<file path="config.mk">
export PLATFORM = sky130hd
export DESIGN_NAME = pdmr_top
export DESIGN_NICKNAME = d
export VERILOG_FILES = /design/src/hw/pdmr_pkg.sv /design/src/hw/pdmr_top.sv
export SDC_FILE = /design/constraint.sdc
export NUM_CORES = 1
export LEC_CHECK = 0
export BUFFER_PORTS_ARGS = -buffer_cell sky130_fd_sc_hd__buf_2
export CORE_MARGIN = 1
export CORE_UTILIZATION = 63
export DETAILED_ROUTE_END_ITERATION = 7
export PLACE_DENSITY_LB_ADDON = 0.12
export SYNTH_ARGS = -nofsm -noshare
export SYNTH_HDL_FRONTEND = slang
export SYNTH_SLANG_ARGS = --single-unit
</file>
<file path="constraint.sdc">
create_clock -name CLOCK_I -period 13.55 [get_ports CLOCK_I]
set_clock_uncertainty 0.2 [all_clocks]
set_input_delay 4.065 -clock CLOCK_I [delete_from_list [all_inputs] [get_ports CLOCK_I]]
set_output_delay 4.065 -clock CLOCK_I [all_outputs]
set_load 0.05 [all_outputs]
</file>
<file path="src/hw/pdmr_pkg.sv">
// Contract
// - writing one to the start bit of interrupt_disable clears its enable; read shows enable.
// - writing one to the halt bit of interrupt_disable clears its enable; read shows enable.
// - writing one to the end bit of interrupt_disable clears its enable; read shows enable.
// - left gain steps half a decibel, code 0x00 is -20 dB, 0x50 +20 dB.
// - left gain code 0x28 is unity, and the register resets to it.
// - a separate right gain register scales the right output channel.
// - decimation ratio picks mic clocks per sample; software retunes the clock setting.
// - default clock setting gives about 1.032 MHz, the 1280K setting 1.280 MHz; at 20 MHz the code gives 1.000 and 1.250 MHz.
// - the mode register routes the microphone data onto the left and right channels.
// - the sample pointer holds the RAM address where samples are written.
// - the sample count holds how many samples one buffer transfer holds.
// - the end event rises after the last counted sample, or the last after stop.
package pdmr_pkg;
  localparam logic [11:0] OFS_TASK_START  = 12'h000;
  localparam logic [11:0] OFS_TASK_STOP   = 12'h004;
  localparam logic [11:0] OFS_INTEN_SET   = 12'h304;
  localparam logic [11:0] OFS_INTEN_CLR   = 12'h308;
  localparam logic [11:0] OFS_EV_STATUS   = 12'h30c;
  localparam logic [11:0] OFS_ENABLE      = 12'h500;
  localparam logic [11:0] OFS_CLKCTRL     = 12'h504;
  localparam logic [11:0] OFS_MODE        = 12'h508;
  localparam logic [11:0] OFS_GAIN_L      = 12'h518;
  localparam logic [11:0] OFS_GAIN_R      = 12'h51c;
  localparam logic [11:0] OFS_RATIO       = 12'h520;
  localparam logic [11:0] OFS_PSEL_CLK    = 12'h540;
  localparam logic [11:0] OFS_PSEL_DIN    = 12'h544;
  localparam logic [11:0] OFS_MCLKCFG     = 12'h54c;
  localparam logic [11:0] OFS_SMP_PTR     = 12'h560;
  localparam logic [11:0] OFS_SMP_CNT     = 12'h564;
  // event bit positions in enable, disable and status registers
  localparam int          EV_STARTED      = 0;
  localparam int          EV_HALTED       = 1;
  localparam int          EV_DONE         = 2;
  localparam int          PSEL_DISC_BIT   = 31;
  localparam logic [31:0] PSEL_RESET      = 32'h8000_0000;
  localparam logic [6:0]  GAIN_MIN        = 7'h00;
  localparam logic [6:0]  GAIN_UNITY      = 7'h28;
  localparam logic [6:0]  GAIN_MAX        = 7'h50;
  localparam logic [6:0]  GAIN_OCT_BIAS   = 7'h08;
  localparam logic [6:0]  STEPS_PER_OCT   = 7'h0c;
  localparam logic [3:0]  GAIN_SHIFT_BASE = 4'hc;
  localparam logic [6:0]  RATIO_64        = 7'h40;
  localparam logic [6:0]  RATIO_80        = 7'h50;
  localparam int          PCM_SHIFT       = 9;
  localparam int          CLK_HZ          = 20_000_000;
  localparam int          MIC_HZ_DEFAULT  = 1_032_000;
  localparam int          MIC_HZ_1280K    = 1_280_000;
  localparam logic [4:0]  HALF_DEFAULT    = 5'((CLK_HZ + MIC_HZ_DEFAULT) / (2 * MIC_HZ_DEFAULT));
  localparam logic [4:0]  HALF_1280K      = 5'((CLK_HZ + MIC_HZ_1280K) / (2 * MIC_HZ_1280K));
  localparam logic [15:0] CNT_RESET       = 16'h0000;
  localparam logic [31:0] PTR_RESET       = 32'h0000_0000;
  typedef enum logic { CLK_SEL_DEFAULT, CLK_SEL_1280K } pdmr_clksel_t;
  typedef enum logic { RATIO_SEL_64, RATIO_SEL_80 } pdmr_ratio_t;
  typedef enum logic { MODE_STEREO, MODE_MONO } pdmr_mode_t;
endpackage : pdmr_pkg

</file>
<file path="src/hw/pdmr_top.sv">
// Chosen here: register access over Avalon-MM.
module pdmr_top (
  input  wire logic        CLOCK_I,
  input  wire logic        RST_N_I,
  input  wire logic [11:0] AVS_ADDRESS_I,
  input  wire logic        AVS_READ_I,
  input  wire logic        AVS_WRITE_I,
  input  wire logic [31:0] AVS_WRITEDATA_I,
  input  wire logic [3:0]  AVS_BYTEENABLE_I,
  output logic      [31:0] AVS_READDATA_O,
  output logic             AVS_WAITREQUEST_O,
  output logic             IRQ_O,
  output logic             MIC_CLK_O,
  output logic             MIC_CLK_OE_O,
  input  wire logic        MIC_DATA_I,
  output logic             DMA_VALID_O,
  output logic      [31:0] DMA_ADDR_O,
  output logic      [31:0] DMA_DATA_O,
  input  wire logic        DMA_READY_I
);
  import pdmr_pkg::*;

  typedef enum logic [1:0] { ST_IDLE, ST_RUN, ST_STOPPING } pdmr_state_t;

  function automatic logic [31:0] be_merge(input logic [31:0] old_v, input logic [31:0] new_v,
                                           input logic [3:0] be);
    logic [31:0] r;
    r = old_v;
    for (int i = 0; i < 4; i++) begin
      if (be[i]) begin
        r[i*8 +: 8] = new_v[i*8 +: 8];
      end
    end
    return r;
  endfunction

  // half-decibel gain: 2^(1/12) mantissa per step, octave by shift
  function automatic logic signed [15:0] gain_apply(input logic signed [15:0] x, input logic [6:0] code);
    logic        [6:0]  u;
    logic        [8:0]  m;
    logic        [3:0]  sh;
    logic signed [26:0] p;
    logic signed [26:0] s;
    u  = code + GAIN_OCT_BIAS;
    sh = GAIN_SHIFT_BASE - 4'(u / STEPS_PER_OCT);
    case (u % STEPS_PER_OCT)
      7'h00:   m = 9'h100;
      7'h01:   m = 9'h10f;
      7'h02:   m = 9'h11f;
      7'h03:   m = 9'h130;
      7'h04:   m = 9'h143;
      7'h05:   m = 9'h156;
      7'h06:   m = 9'h16a;
      7'h07:   m = 9'h180;
      7'h08:   m = 9'h196;
      7'h09:   m = 9'h1af;
      7'h0a:   m = 9'h1c8;
      default: m = 9'h1e3;
    endcase
    p = 27'(x) * 27'($signed({1'b0, m}));
    s = p >>> sh;
    if (s > 27'sh0007fff) begin
      return 16'sh7fff;
    end else if (s < -27'sh0008000) begin
      return -16'sh8000;
    end
    return s[15:0];
  endfunction

  ////////////////////////////////////////////////////////////////////////////
  // register bus slave
  logic        ack_q;
  logic        wr_take;
  logic        rd_take;
  logic [31:0] rd_mux;
  logic [31:0] readdata_q;
  logic [2:0]  inten_q;
  logic [2:0]  status_q;
  logic [2:0]  ev_pulse;
  logic        enable_q;
  logic        clksel_q;
  logic        mode_q;
  logic [6:0]  gain_l_q;
  logic [6:0]  gain_r_q;
  logic        ratio_q;
  logic [31:0] psel_clk_q;
  logic [31:0] psel_din_q;
  logic [31:0] mclkcfg_q;
  logic [31:0] smp_ptr_q;
  logic [15:0] smp_cnt_q;

  assign AVS_WAITREQUEST_O = (AVS_READ_I | AVS_WRITE_I) & ~ack_q;
  assign wr_take           = AVS_WRITE_I & ack_q;
  assign rd_take           = AVS_READ_I & ack_q;
  assign AVS_READDATA_O    = readdata_q;

  always_ff @(posedge CLOCK_I) begin
    if (!RST_N_I) begin
      ack_q <= 1'b0;
    end else begin
      ack_q <= (AVS_READ_I | AVS_WRITE_I) & ~ack_q;
    end
  end

  always_comb begin
    rd_mux = 32'h0000_0000;
    case (AVS_ADDRESS_I)
      OFS_INTEN_SET, OFS_INTEN_CLR: rd_mux[2:0] = inten_q;
      OFS_EV_STATUS:                rd_mux[2:0] = status_q;
      OFS_ENABLE:                   rd_mux[0]   = enable_q;
      OFS_CLKCTRL:                  rd_mux[0]   = clksel_q;
      OFS_MODE:                     rd_mux[0]   = mode_q;
      OFS_GAIN_L:                   rd_mux[6:0] = gain_l_q;
      OFS_GAIN_R:                   rd_mux[6:0] = gain_r_q;
      OFS_RATIO:                    rd_mux[0]   = ratio_q;
      OFS_PSEL_CLK:                 rd_mux      = psel_clk_q;
      OFS_PSEL_DIN:                 rd_mux      = psel_din_q;
      OFS_MCLKCFG:                  rd_mux      = mclkcfg_q;
      OFS_SMP_PTR:                  rd_mux      = smp_ptr_q;
      OFS_SMP_CNT:                  rd_mux[15:0] = smp_cnt_q;
      default:                      rd_mux      = 32'h0000_0000;
    endcase
  end

  always_ff @(posedge CLOCK_I) begin
    if (!RST_N_I) begin
      readdata_q <= 32'h0000_0000;
    end else if (AVS_READ_I & ~ack_q) begin
      readdata_q <= rd_mux;
    end
  end

  // enable set and clear; a zero bit leaves the enable alone
  always_ff @(posedge CLOCK_I) begin
    if (!RST_N_I) begin
      inten_q <= 3'h0;
    end else if (wr_take && AVS_BYTEENABLE_I[0] && AVS_ADDRESS_I == OFS_INTEN_SET) begin
      inten_q <= inten_q | AVS_WRITEDATA_I[2:0];
    end else if (wr_take && AVS_BYTEENABLE_I[0] && AVS_ADDRESS_I == OFS_INTEN_CLR) begin
      inten_q <= inten_q & ~AVS_WRITEDATA_I[2:0];
    end
  end

  // sticky events, a read clears only what it reported, a new event wins
  always_ff @(posedge CLOCK_I) begin
    if (!RST_N_I) begin
      status_q <= 3'h0;
    end else if (rd_take && AVS_ADDRESS_I == OFS_EV_STATUS) begin
      status_q <= (status_q & ~readdata_q[2:0]) | ev_pulse;
    end else begin
      status_q <= status_q | ev_pulse;
    end
  end

  assign IRQ_O = |(status_q & inten_q);

  always_ff @(posedge CLOCK_I) begin
    if (!RST_N_I) begin
      enable_q   <= 1'b0;
      clksel_q   <= CLK_SEL_DEFAULT;
      mode_q     <= MODE_STEREO;
      gain_l_q   <= GAIN_UNITY;
      gain_r_q   <= GAIN_UNITY;
      ratio_q    <= RATIO_SEL_64;
      psel_clk_q <= PSEL_RESET;
      psel_din_q <= PSEL_RESET;
      mclkcfg_q  <= 32'h0000_0000;
      smp_ptr_q  <= PTR_RESET;
      smp_cnt_q  <= CNT_RESET;
    end else if (wr_take && AVS_BYTEENABLE_I[0]) begin
      case (AVS_ADDRESS_I)
        OFS_ENABLE:  enable_q <= AVS_WRITEDATA_I[0];
        OFS_CLKCTRL: clksel_q <= AVS_WRITEDATA_I[0];
        OFS_MODE:    mode_q   <= AVS_WRITEDATA_I[0];
        OFS_RATIO:   ratio_q  <= AVS_WRITEDATA_I[0];
        OFS_GAIN_L:  gain_l_q <= (AVS_WRITEDATA_I[6:0] > GAIN_MAX) ? GAIN_MAX : AVS_WRITEDATA_I[6:0];
        OFS_GAIN_R:  gain_r_q <= (AVS_WRITEDATA_I[6:0] > GAIN_MAX) ? GAIN_MAX : AVS_WRITEDATA_I[6:0];
        default: begin
        end
      endcase
    end
    if (RST_N_I && wr_take) begin
      case (AVS_ADDRESS_I)
        OFS_PSEL_CLK: psel_clk_q <= be_merge(psel_clk_q, AVS_WRITEDATA_I, AVS_BYTEENABLE_I);
        OFS_PSEL_DIN: psel_din_q <= be_merge(psel_din_q, AVS_WRITEDATA_I, AVS_BYTEENABLE_I);
        OFS_MCLKCFG:  mclkcfg_q  <= be_merge(mclkcfg_q, AVS_WRITEDATA_I, AVS_BYTEENABLE_I);
        OFS_SMP_PTR:  smp_ptr_q  <= be_merge(smp_ptr_q, AVS_WRITEDATA_I, AVS_BYTEENABLE_I);
        OFS_SMP_CNT:  smp_cnt_q  <= 16'(be_merge({16'h0000, smp_cnt_q}, AVS_WRITEDATA_I, AVS_BYTEENABLE_I));
        default: begin
        end
      endcase
    end
  end

  ////////////////////////////////////////////////////////////////////////////
  // microphone clock and decimation
  logic       [4:0]  div_q;
  logic       [4:0]  half_last;
  logic              mic_clk_q;
  logic              din_s1_q;
  logic              din_s2_q;
  logic              toggle;
  logic       [6:0]  bit_cnt_q;
  logic       [6:0]  ratio_last;
  logic       [6:0]  acc_l_q;
  logic       [6:0]  acc_r_q;
  logic       [6:0]  acc_l_full;
  logic       [6:0]  acc_r_full;
  logic              frame_done;
  logic signed [15:0] pcm_l;
  logic signed [15:0] pcm_r;

  assign half_last  = ((clksel_q == CLK_SEL_1280K) ? HALF_1280K : HALF_DEFAULT) - 5'h01;
  assign ratio_last = ((ratio_q == RATIO_SEL_80) ? RATIO_80 : RATIO_64) - 7'h01;
  assign toggle     = enable_q && (div_q == half_last);
  assign MIC_CLK_O    = mic_clk_q;
  assign MIC_CLK_OE_O = enable_q & ~psel_clk_q[PSEL_DISC_BIT];

  always_ff @(posedge CLOCK_I) begin
    if (!RST_N_I) begin
      din_s1_q <= 1'b0;
      din_s2_q <= 1'b0;
    end else begin
      din_s1_q <= MIC_DATA_I;
      din_s2_q <= din_s1_q;
    end
  end

  always_ff @(posedge CLOCK_I) begin
    if (!RST_N_I || !enable_q) begin
      div_q     <= 5'h00;
      mic_clk_q <= 1'b0;
    end else if (toggle) begin
      div_q     <= 5'h00;
      mic_clk_q <= ~mic_clk_q;
    end else begin
      div_q <= div_q + 5'h01;
    end
  end

  // left bit taken before the rising edge, right bit before the falling edge
  assign acc_l_full = acc_l_q + 7'(din_s2_q & ~mic_clk_q);
  assign acc_r_full = acc_r_q + 7'(din_s2_q & mic_clk_q);
  assign frame_done = toggle && mic_clk_q && (bit_cnt_q == ratio_last);

  always_ff @(posedge CLOCK_I) begin
    if (!RST_N_I || !enable_q) begin
      bit_cnt_q <= 7'h00;
      acc_l_q   <= 7'h00;
      acc_r_q   <= 7'h00;
    end else if (frame_done) begin
      bit_cnt_q <= 7'h00;
      acc_l_q   <= 7'h00;
      acc_r_q   <= 7'h00;
    end else if (toggle) begin
      acc_l_q <= acc_l_full;
      acc_r_q <= acc_r_full;
      if (mic_clk_q) begin
        bit_cnt_q <= bit_cnt_q + 7'h01;
      end
    end
  end

  assign pcm_l = ($signed({9'h000, acc_l_full}) - $signed({9'h000, 7'(ratio_last >> 1) + 7'h01})) <<< PCM_SHIFT;
  assign pcm_r = ($signed({9'h000, acc_r_full}) - $signed({9'h000, 7'(ratio_last >> 1) + 7'h01})) <<< PCM_SHIFT;

  logic signed [15:0] out_l;
  logic signed [15:0] out_r;
  assign out_l = gain_apply(pcm_l, gain_l_q);
  assign out_r = gain_apply((mode_q == MODE_MONO) ? pcm_l : pcm_r, gain_r_q);

  ////////////////////////////////////////////////////////////////////////////
  // transfer sequencing and sample writes
  pdmr_state_t state_q;
  logic [15:0] remaining_q;
  logic [15:0] per_word;
  logic        dma_fire;
  logic        start_req;
  logic        stop_req;
  logic        last_word;

  assign start_req = wr_take && AVS_ADDRESS_I == OFS_TASK_START && AVS_WRITEDATA_I[0] && AVS_BYTEENABLE_I[0];
  assign stop_req  = wr_take && AVS_ADDRESS_I == OFS_TASK_STOP && AVS_WRITEDATA_I[0] && AVS_BYTEENABLE_I[0];
  assign per_word  = (mode_q == MODE_MONO) ? 16'h0001 : 16'h0002;
  assign dma_fire  = DMA_VALID_O & DMA_READY_I;
  assign last_word = remaining_q <= per_word;

  always_ff @(posedge CLOCK_I) begin
    if (!RST_N_I) begin
      state_q <= ST_IDLE;
    end else begin
      case (state_q)
        ST_IDLE:     state_q <= (start_req && enable_q) ? ST_RUN : ST_IDLE;
        ST_RUN:      state_q <= (stop_req || !enable_q) ? ST_STOPPING : ST_RUN;
        ST_STOPPING: state_q <= (!DMA_VALID_O || dma_fire) ? ST_IDLE : ST_STOPPING;
        default:     state_q <= ST_IDLE;
      endcase
    end
  end

  // buffer position; registers are reloaded at each buffer end
  always_ff @(posedge CLOCK_I) begin
    if (!RST_N_I) begin
      DMA_ADDR_O  <= 32'h0000_0000;
      remaining_q <= 16'h0000;
    end else if ((state_q == ST_IDLE && start_req) || (dma_fire && last_word)) begin
      DMA_ADDR_O  <= smp_ptr_q;
      remaining_q <= smp_cnt_q;
    end else if (dma_fire) begin
      DMA_ADDR_O  <= DMA_ADDR_O + 32'h0000_0004;
      remaining_q <= remaining_q - per_word;
    end
  end

  // a frame arriving while the previous word is unaccepted is dropped
  always_ff @(posedge CLOCK_I) begin
    if (!RST_N_I) begin
      DMA_VALID_O <= 1'b0;
      DMA_DATA_O  <= 32'h0000_0000;
    end else if (state_q == ST_RUN && frame_done && (!DMA_VALID_O || dma_fire)) begin
      DMA_VALID_O <= 1'b1;
      DMA_DATA_O  <= (mode_q == MODE_MONO) ? {16'h0000, out_l} : {out_r, out_l};
    end else if (dma_fire) begin
      DMA_VALID_O <= 1'b0;
    end
  end

  always_comb begin
    ev_pulse              = 3'h0;
    ev_pulse[EV_STARTED]  = state_q == ST_IDLE && start_req && enable_q;
    ev_pulse[EV_HALTED]   = state_q == ST_STOPPING && (!DMA_VALID_O || dma_fire);
    ev_pulse[EV_DONE]     = (dma_fire && last_word) || ev_pulse[EV_HALTED];
  end
endmodule // pdmr_top

</file>
After elaboration in Yosys (flattened, before gate mapping)
Memories as Yosys holds them, arrays and structs flattened.
Index checks and enable logic that the tools add are counted.
{"block": "totals", "ff_bits": 313, "mem_count": 2, "wordCells": 231, "out_inout_bits": 101, "mem_bits_ro": 256, "input_bits": 54}
{"block": "op_classes", "multipliers": 2, "bitwise": 21, "reduce_logical": 47, "n_eq_ne": 37, "mux": 55, "div_mod_pow": 4, "n_addsub": 15, "magnitude_cmp": 6, "shifts": 2}
{"memory": "(no name shown)", "depth": 16, "word_bits": 8, "rd": 1, "rd_clocked_by_memory_dff": 0, "wr": 0, "line": "pdmr_top.sv:46", "rtl": "case (u % STEPS_PER_OCT)"}
{"memory": "(no name shown)", "depth": 16, "word_bits": 8, "rd": 1, "rd_clocked_by_memory_dff": 0, "wr": 0, "line": "pdmr_top.sv:46"}
{"cell": "32-bit two-way mux", "n": 15}
{"cell": "16-bit two-way mux", "n": 12}
{"cell": "12-bit by 11-bit == test with 1-bit output, second input constant", "n": 11}
{"cell": "16-bit case mux with 4 select lines", "n": 1}
{"cell": "27-bit by 16-bit > comparator with 1-bit output, second input constant", "n": 2}
{"cell": "27-bit by 16-bit less-than comparator with 1-bit output, second input constant", "n": 2}
{"cell": "3-bit != test, second input constant", "n": 18}
{"cell": "26-bit by 4-bit >>> shifter with 27-bit output", "n": 2}
{"cell": "9-bit case mux with 5 select lines", "n": 1}
{"cell": "12-bit by 10-bit == test with 1-bit output, second input constant", "n": 3}
{"cell": "32-bit by 3-bit adder with 32-bit output, second input constant", "n": 1}
{"cell": "8-bit two-way mux", "n": 4}
{"cell": "4-bit case mux with 7 select lines", "n": 1}
{"cell": "16-bit by 10-bit multiplier with 26-bit output", "n": 1}
{"cell": "1-bit logical AND", "n": 21}
{"cell": "9-bit two-way mux", "n": 2}
{"cell": "2-bit case mux with 9 select lines", "n": 1}
{"cell": "7-bit by 10-bit multiplier with 17-bit output", "n": 1}
{"cell": "16-bit by 2-bit less-or-equal comparator with 1-bit output", "n": 1}
{"cell": "16-bit by 2-bit subtractor with 16-bit output", "n": 1}
{"cell": "7-bit by 4-bit adder with 7-bit output, second input constant", "n": 2}
{"cell": "7-bit by 4-bit divider with 7-bit output, second input constant", "n": 2}
{"cell": "7-bit by 4-bit modulo with 7-bit output, second input constant", "n": 2}
{"cell": "2-bit AND reduction", "n": 7}
{"cell": "other kinds (38)", "n": 75}

Logic depth before layout (Yosys ltp)
{"block": "logic_depth", "ltp_word": 12, "depth_mapped": 38, "ltp_nobuf": 36}

Worst setup path before layout
OpenSTA, ideal clock, no wires.
{"block": "synth_path", "path_kind": "register to register", "start": "reg mic_clk_q, in the netlist MIC_CLK_O", "end": "reg DMA_DATA_O[18]", "n_path_buf": 3, "required_ns": 13.196, "arrival_time_ns": 9.470, "setup_time_ns": 0.154, "setup_slack_ns": 3.726, "period_less_slack_ns": 9.824, "path_stages_with_launch": 37, "path_cell_list": "dfxtp_1 -> nor2b_1 -> ha_1 -> and2_1 -> clkbuf_1 -> nand2_1 -> xor2_1 -> inv_1 -> ha_1 -> or3b_1 -> and3_1 -> a2bb2oi_1 -> xor2_2 -> a221o_1 -> inv_1 -> nand2b_1 -> inv_1 -> fa_1 -> inv_1 -> fa_1 -> fa_1 -> fa_1 -> inv_1 -> fa_1 -> ha_1 -> clkbuf_1 -> and3_1 -> o221ai_1 -> a32o_1 -> or2_2 -> mux4_2 -> a2111oi_0 -> nand4_1 -> o41ai_1 -> o21bai_2 -> buf_6 -> a221oi_1"}
{"block": "synth_between", "elab_chain_len": 12, "elab_cells_between_ends": 21, "classes_between": "4 x add/sub; 1 x mul; 2 x order compare; 1 x shift; 6 x mux; 3 x bitwise; 4 x reduce/logical"}
{"element": "from (decl)", "line": "pdmr_top.sv:199", "rtl": "logic mic_clk_q;"}
{"element": "from (signal assigned)", "line": "pdmr_top.sv:235", "rtl": "mic_clk_q <= ~mic_clk_q;"}
{"element": "1-bit NOT with 7-bit output (*)", "line": "pdmr_top.sv:242", "rtl": "assign acc_l_full = acc_l_q + 7'(din_s2_q & ~mic_clk_q);"}
{"element": "1-bit by 7-bit bitwise AND with 7-bit output (*)", "line": "pdmr_top.sv:242"}
{"element": "7-bit adder (*)", "line": "pdmr_top.sv:242"}
{"element": "named net acc_l_full[3]", "line": "pdmr_top.sv:207", "rtl": "logic [6:0] acc_l_full;"}
{"element": "7-bit subtractor (*)", "line": "pdmr_top.sv:264", "rtl": "assign pcm_l = ($signed({9'h000, acc_l_full}) - $signed({9'h000, 7'(ratio_last >> 1) + 7'h01})) <<< PCM_SHIFT;"}
{"element": "16-bit two-way mux (*)", "line": "pdmr_top.sv:270", "rtl": "assign out_r = gain_apply((mode_q == MODE_MONO) ? pcm_l : pcm_r, gain_r_q);"}
{"element": "16-bit by 10-bit multiplier with 26-bit output (*)", "line": "pdmr_top.sv:60", "rtl": "p = 27'(x) * 27'($signed({1'b0, m}));"}
{"element": "26-bit by 4-bit >>> shifter with 27-bit output (*)", "line": "pdmr_top.sv:61", "rtl": "s = p >>> sh;"}
{"element": "27-bit by 16-bit less-than comparator with 1-bit output", "line": "pdmr_top.sv:64", "rtl": "end else if (s < -27'sh0008000) begin"}
{"element": "1-bit two-way mux", "line": "pdmr_top.sv:64"}
{"element": "1-bit two-way mux", "line": "pdmr_top.sv:62", "rtl": "if (s > 27'sh0007fff) begin"}
{"element": "16-bit two-way mux (*)", "line": "pdmr_top.sv:67", "rtl": "return s[15:0];"}
{"element": "32-bit two-way mux (*)", "line": "pdmr_top.sv:322", "rtl": "DMA_DATA_O <= (mode_q == MODE_MONO) ? {16'h0000, out_l} : {out_r, out_l};"}
{"element": "to (signal assigned)", "line": "pdmr_top.sv:322"}
{"element": "to (decl)", "line": "pdmr_top.sv:18", "rtl": "output logic [31:0] DMA_DATA_O,"}
Mark *: on every way through the listed nets, which the timed path passes. The rest lies on a longest branch.
A chain may end at the register's enable or synchronous reset.

Worst setup path in the final report
{"block": "layout_path", "start": "reg gain_r_q[3]", "end": "reg DMA_DATA_O[20]"}
{"block": "layout_between", "elab_chain_len": 11, "elab_cells_between_ends": 16, "classes_between": "2 x add/sub; 1 x mul; 2 x div; 2 x order compare; 1 x shift; 6 x mux; 1 x reduce/logical; 1 x memory"}
{"element": "from (decl)", "line": "pdmr_top.sv:84", "rtl": "logic [6:0] gain_r_q;"}
{"element": "from (signal assigned)", "line": "pdmr_top.sv:177", "rtl": "OFS_GAIN_R: gain_r_q <= (AVS_WRITEDATA_I[6:0] > GAIN_MAX) ? GAIN_MAX : AVS_WRITEDATA_I[6:0];"}
{"element": "7-bit by 4-bit adder with 7-bit output (*)", "line": "pdmr_top.sv:44", "rtl": "u = code + GAIN_OCT_BIAS;"}
{"element": "7-bit by 4-bit modulo with 7-bit output", "line": "pdmr_top.sv:46"}
{"element": "memory 16 x 8 bit or 3-bit logical NOT (tied branches)"}
{"element": "9-bit two-way mux", "line": "pdmr_top.sv:46"}
{"element": "16-bit by 10-bit multiplier with 26-bit output", "line": "pdmr_top.sv:60"}
{"element": "26-bit by 4-bit >>> shifter with 27-bit output (*)", "line": "pdmr_top.sv:61"}
{"element": "27-bit by 16-bit less-than comparator with 1-bit output", "line": "pdmr_top.sv:64"}
{"element": "1-bit two-way mux", "line": "pdmr_top.sv:64"}
{"element": "1-bit two-way mux", "line": "pdmr_top.sv:62"}
{"element": "16-bit two-way mux (*)", "line": "pdmr_top.sv:67"}
{"element": "32-bit two-way mux (*)", "line": "pdmr_top.sv:322"}
Mark *: on every way between the ends. The rest lies on a longest branch, timed or not.

==> run_results.csv <==
group,metric,value,unit
synth,yosysTopAreaCellShare,18.0,%
synth,ys_seq_elements,313,
detailed_routing,wire_per_inst,20.0,µm
detailed_routing,drt_iter0_drc,1864,
floorplan,die_h,197,µm
cts,post_cts_buffers,0,
job,max_cap_violations,0,
cts,clkTransAtPathRegs,0.06,ns
timing,setup_viol,0,
final_layout,drive_above_1_share,11.1,%
synth,synth_edf_count,144,
synth,synth-seq-area-share,32.2,%
floorplan,start_util,63.8,%
detailed_routing,viasPerCell,6.28,
floorplan,fp-row-count,71,
timing,timing.final.hold_violations,0,
timing,slew_viol_final,0,
power_and_ir_drop,p_leak,0.0104,µW
floorplan,die_w,197,µm
timing,tightestPinTransition,1.15,ns
final_layout,final_common_cell,"nand2_1",
synth,avgSynthCellArea,8.27,µm²
global_routing,gr-total-overflow,0,
synth,syn_nets,3155,
placed_design,io_buffers,154,
setup_path,cp.required,13.74,ns
cts,clk_path_buf_depth,3,
status,outcome,"finished, final reports clean",
synth,ys_types,99,
setup_path,cp_slowest_cell,"fa_1",
synth,ys.flop_type,"dfxtp_1",
setup_path,crit_fanout,18,
power_and_ir_drop,irDropWorstVdd,0.0000950,V
cts,ctsResizeCount,0,
timing,rsz0062_at_grt,"false",
power_and_ir_drop,power_density,76.7,nW/µm²
cts,clk-insertion-delay-late,0.56,ns
detailed_routing,route.detailed.drc,0,
setup_path,critPathMaxStageDelay,0.72,ns
timing,setup-tns-final,0,ns
cts,root_buffer,"clkbuf_16",
worst_hold_path,holdPathStages,1,
cts,cts.sink_count,313,
setup_path,critPathLaunchType,"flop",
timing,min_period,10.93,ns
setup_path,r2r_cells,30,
worst_hold_path,holdCritPathClass,"reg -> reg",
final_layout,nNetsFinal,3209,
final_layout,final_cell_mix,"478 x nand2_1, 276 x nor2_1, 253 x o21ai_0",
final_layout,fill_cells,3074,
global_routing,grt_max_degree,90,
detailed_routing,vias,21941,
synth,yosys_warnings,0,
floorplan,ios,155,
cts,cts_buffers,36,
synth,syn_inst,2897,
placed_design,detailed_place_hpwl,51100,µm
timing,fmax,91.5,MHz
synth,syn-cell-area,24000,µm²
detailed_routing,wl,69800,µm
detailed_routing,first_pass_iters,6,
timing,finalCritPeriodShare,80.7,%
setup_path,path_class,"reg -> reg",
detailed_routing,detail-route-antenna-nets,0,
synth,synthArstFlopShare,0,%
final_layout,area_growth,8.98,%
cts,cts_hold_buffers,0,
setup_path,crit_top_cell,"fa_1",
timing,slew_headroom,23.0,%
synth,yosysTopAreaCell,"edfxtp_1",
power_and_ir_drop,finalPower,2000,µW
setup_path,endpoint_kind,"flop",
synth,synth_area_leaders,"edfxtp_1 18%, dfxtp_1 14%, fa_1 8.0%, nand2_1 7.5%, ha_1 5.6%",
floorplan,core_area,37600,µm²
setup_path,critPathArrivalTime,11.13,ns
global_routing,track_usage,36.0,%
global_routing,antenna_found_initial,3,
cts,tritoncts,"built",
global_routing,grt_pass1_wl,111000,µm
floorplan,die_area,38800,µm²
placed_design,gp_congestion,0.950,
cts,cts_max_level,2,
global_routing,grt_pass1_vias,20988,
[layout make-up]
cell class / instances / area [µm²] / area share, %
multi-input cells: 2229 / 15000 / 57.3
flip-flops and latches: 313 / 7710 / 29.5
repair buffers: 183 / 991 / 3.79
clock buffers: 46 / 948 / 3.63
inverters: 188 / 712 / 2.73
well taps: 511 / 639 / 2.45
clock inverters: 19 / 150 / 0.575
diodes: 3 / 7.51 / 0.0287
[power by group]
| group | switching (µW) | total (µW) | internal (µW) | leakage (µW) |
|---|---|---|---|---|
| clock | 408 | 928 | 519 | 0.000535 |
| combinational | 66.6 | 91.7 | 25.2 | 0.00669 |
| sequential | 2.07 | 985 | 983 | 0.00313 |
| total | 477 | 2000 | 1530 | 0.0104 |
[worst paths after layout]
kind | startpoint | end | slack [ns]
setup reg to reg | gain_r_q[3]$_SDFFE_PN1P_ | DMA_DATA_O[20]$_SDFFE_PN0P_ | 2.62
hold reg to reg | din_s1_q$_SDFF_PN0_ | din_s2_q$_SDFF_PN0_ | 0.23
hold / removal | din_s1_q$_SDFF_PN0_ | din_s2_q$_SDFF_PN0_ | 0.23
setup / recovery | gain_r_q[3]$_SDFFE_PN1P_ | DMA_DATA_O[20]$_SDFFE_PN0P_ | 2.62
[cells in the mapped netlist (19+ instances only)]
cell type and count:
nor2_1 277, nor2b_1 21, nand2b_1 57, xnor2_1 42, nand2_1 478, xor2_1 30, nand3_1 56, a31oi_1 19
mux2i_1 89, o21ai_0 253, o211ai_1 31, and2_1 20, inv_1 183, o21a_1 24, clkbuf_1 144, fa_1 96
or2_2 19, nor3_1 47, ha_1 108, a221oi_1 48, edfxtp_1 144, dfxtp_1 169, and3_1 25, a21oi_1 191
[metal layers]
metal | vias up | routed length [µm] | share of wire, % | GRT usage [%]
met1 | 10439 | 27900 | 40 | 45.6
li1 | 10321 | - | - | -
met3 | 186 | 4770 | 6.8 | 4.66
met5 | - | 8 | 0.011 | 0
met2 | 993 | 33400 | 48 | 60.1
met4 | 2 | 3670 | 5.3 | 18.8
[cells by family after synthesis]
group,count (synthesis),synth area share [%]
xor+xnor,75,2.86
buf+inv,355,5.69
compound gates,751,20.2
flops,313,32.2
simple gates,1085,20.3
fa+ha+maj,205,13.7
mux,113,5.13
[flip-flops by register name (all words and copies together), names as in the netlist, 7 cells and up, named ones only]
signal and cells:
DMA_DATA_O 32, bit_cnt_q 7, remaining_q 16, mclkcfg_q 32
AVS_READDATA_O 32, psel_clk_q 32, DMA_ADDR_O 32, psel_din_q 32
acc_l_q 7, smp_ptr_q 32, acc_r_q 7, smp_cnt_q 16
gain_l_q 7, gain_r_q 7
[metrics by stage]
| step | area (µm²) | setup WS, ns | hold WS, ns | std cells | utilization [%] |
|---|---|---|---|---|---|
| floorplan | 24000 | 3.73 | 0.212 | 2897 | - |
| global placement | 25000 | 3.15 | 0.224 | 3424 | 66.6 |
| detailed placement | 25000 | 2.78 | 0.218 | 3424 | 66.6 |
| CTS | 26100 | 2.75 | 0.232 | 3489 | 69.5 |
| global route | 26100 | 1.94 | 0.244 | 3490 | 69.5 |
| finish | 26100 | 2.62 | 0.232 | 3492 | 69.5 |
[worst max-delay path, delay by kind of cell (launching register included)]
family | cells | cell delay, ns
adders and majority gates | 7 | 3.72
buffers and inverters | 3 | 0.31
AOI/OAI and AO/OA | 16 | 5.07
and+or+nand+nor | 3 | 0.63
muxes | 1 | 0.17
DFF | 1 | 0.69
Note: power is estimated with default switching activity, not from simulation.
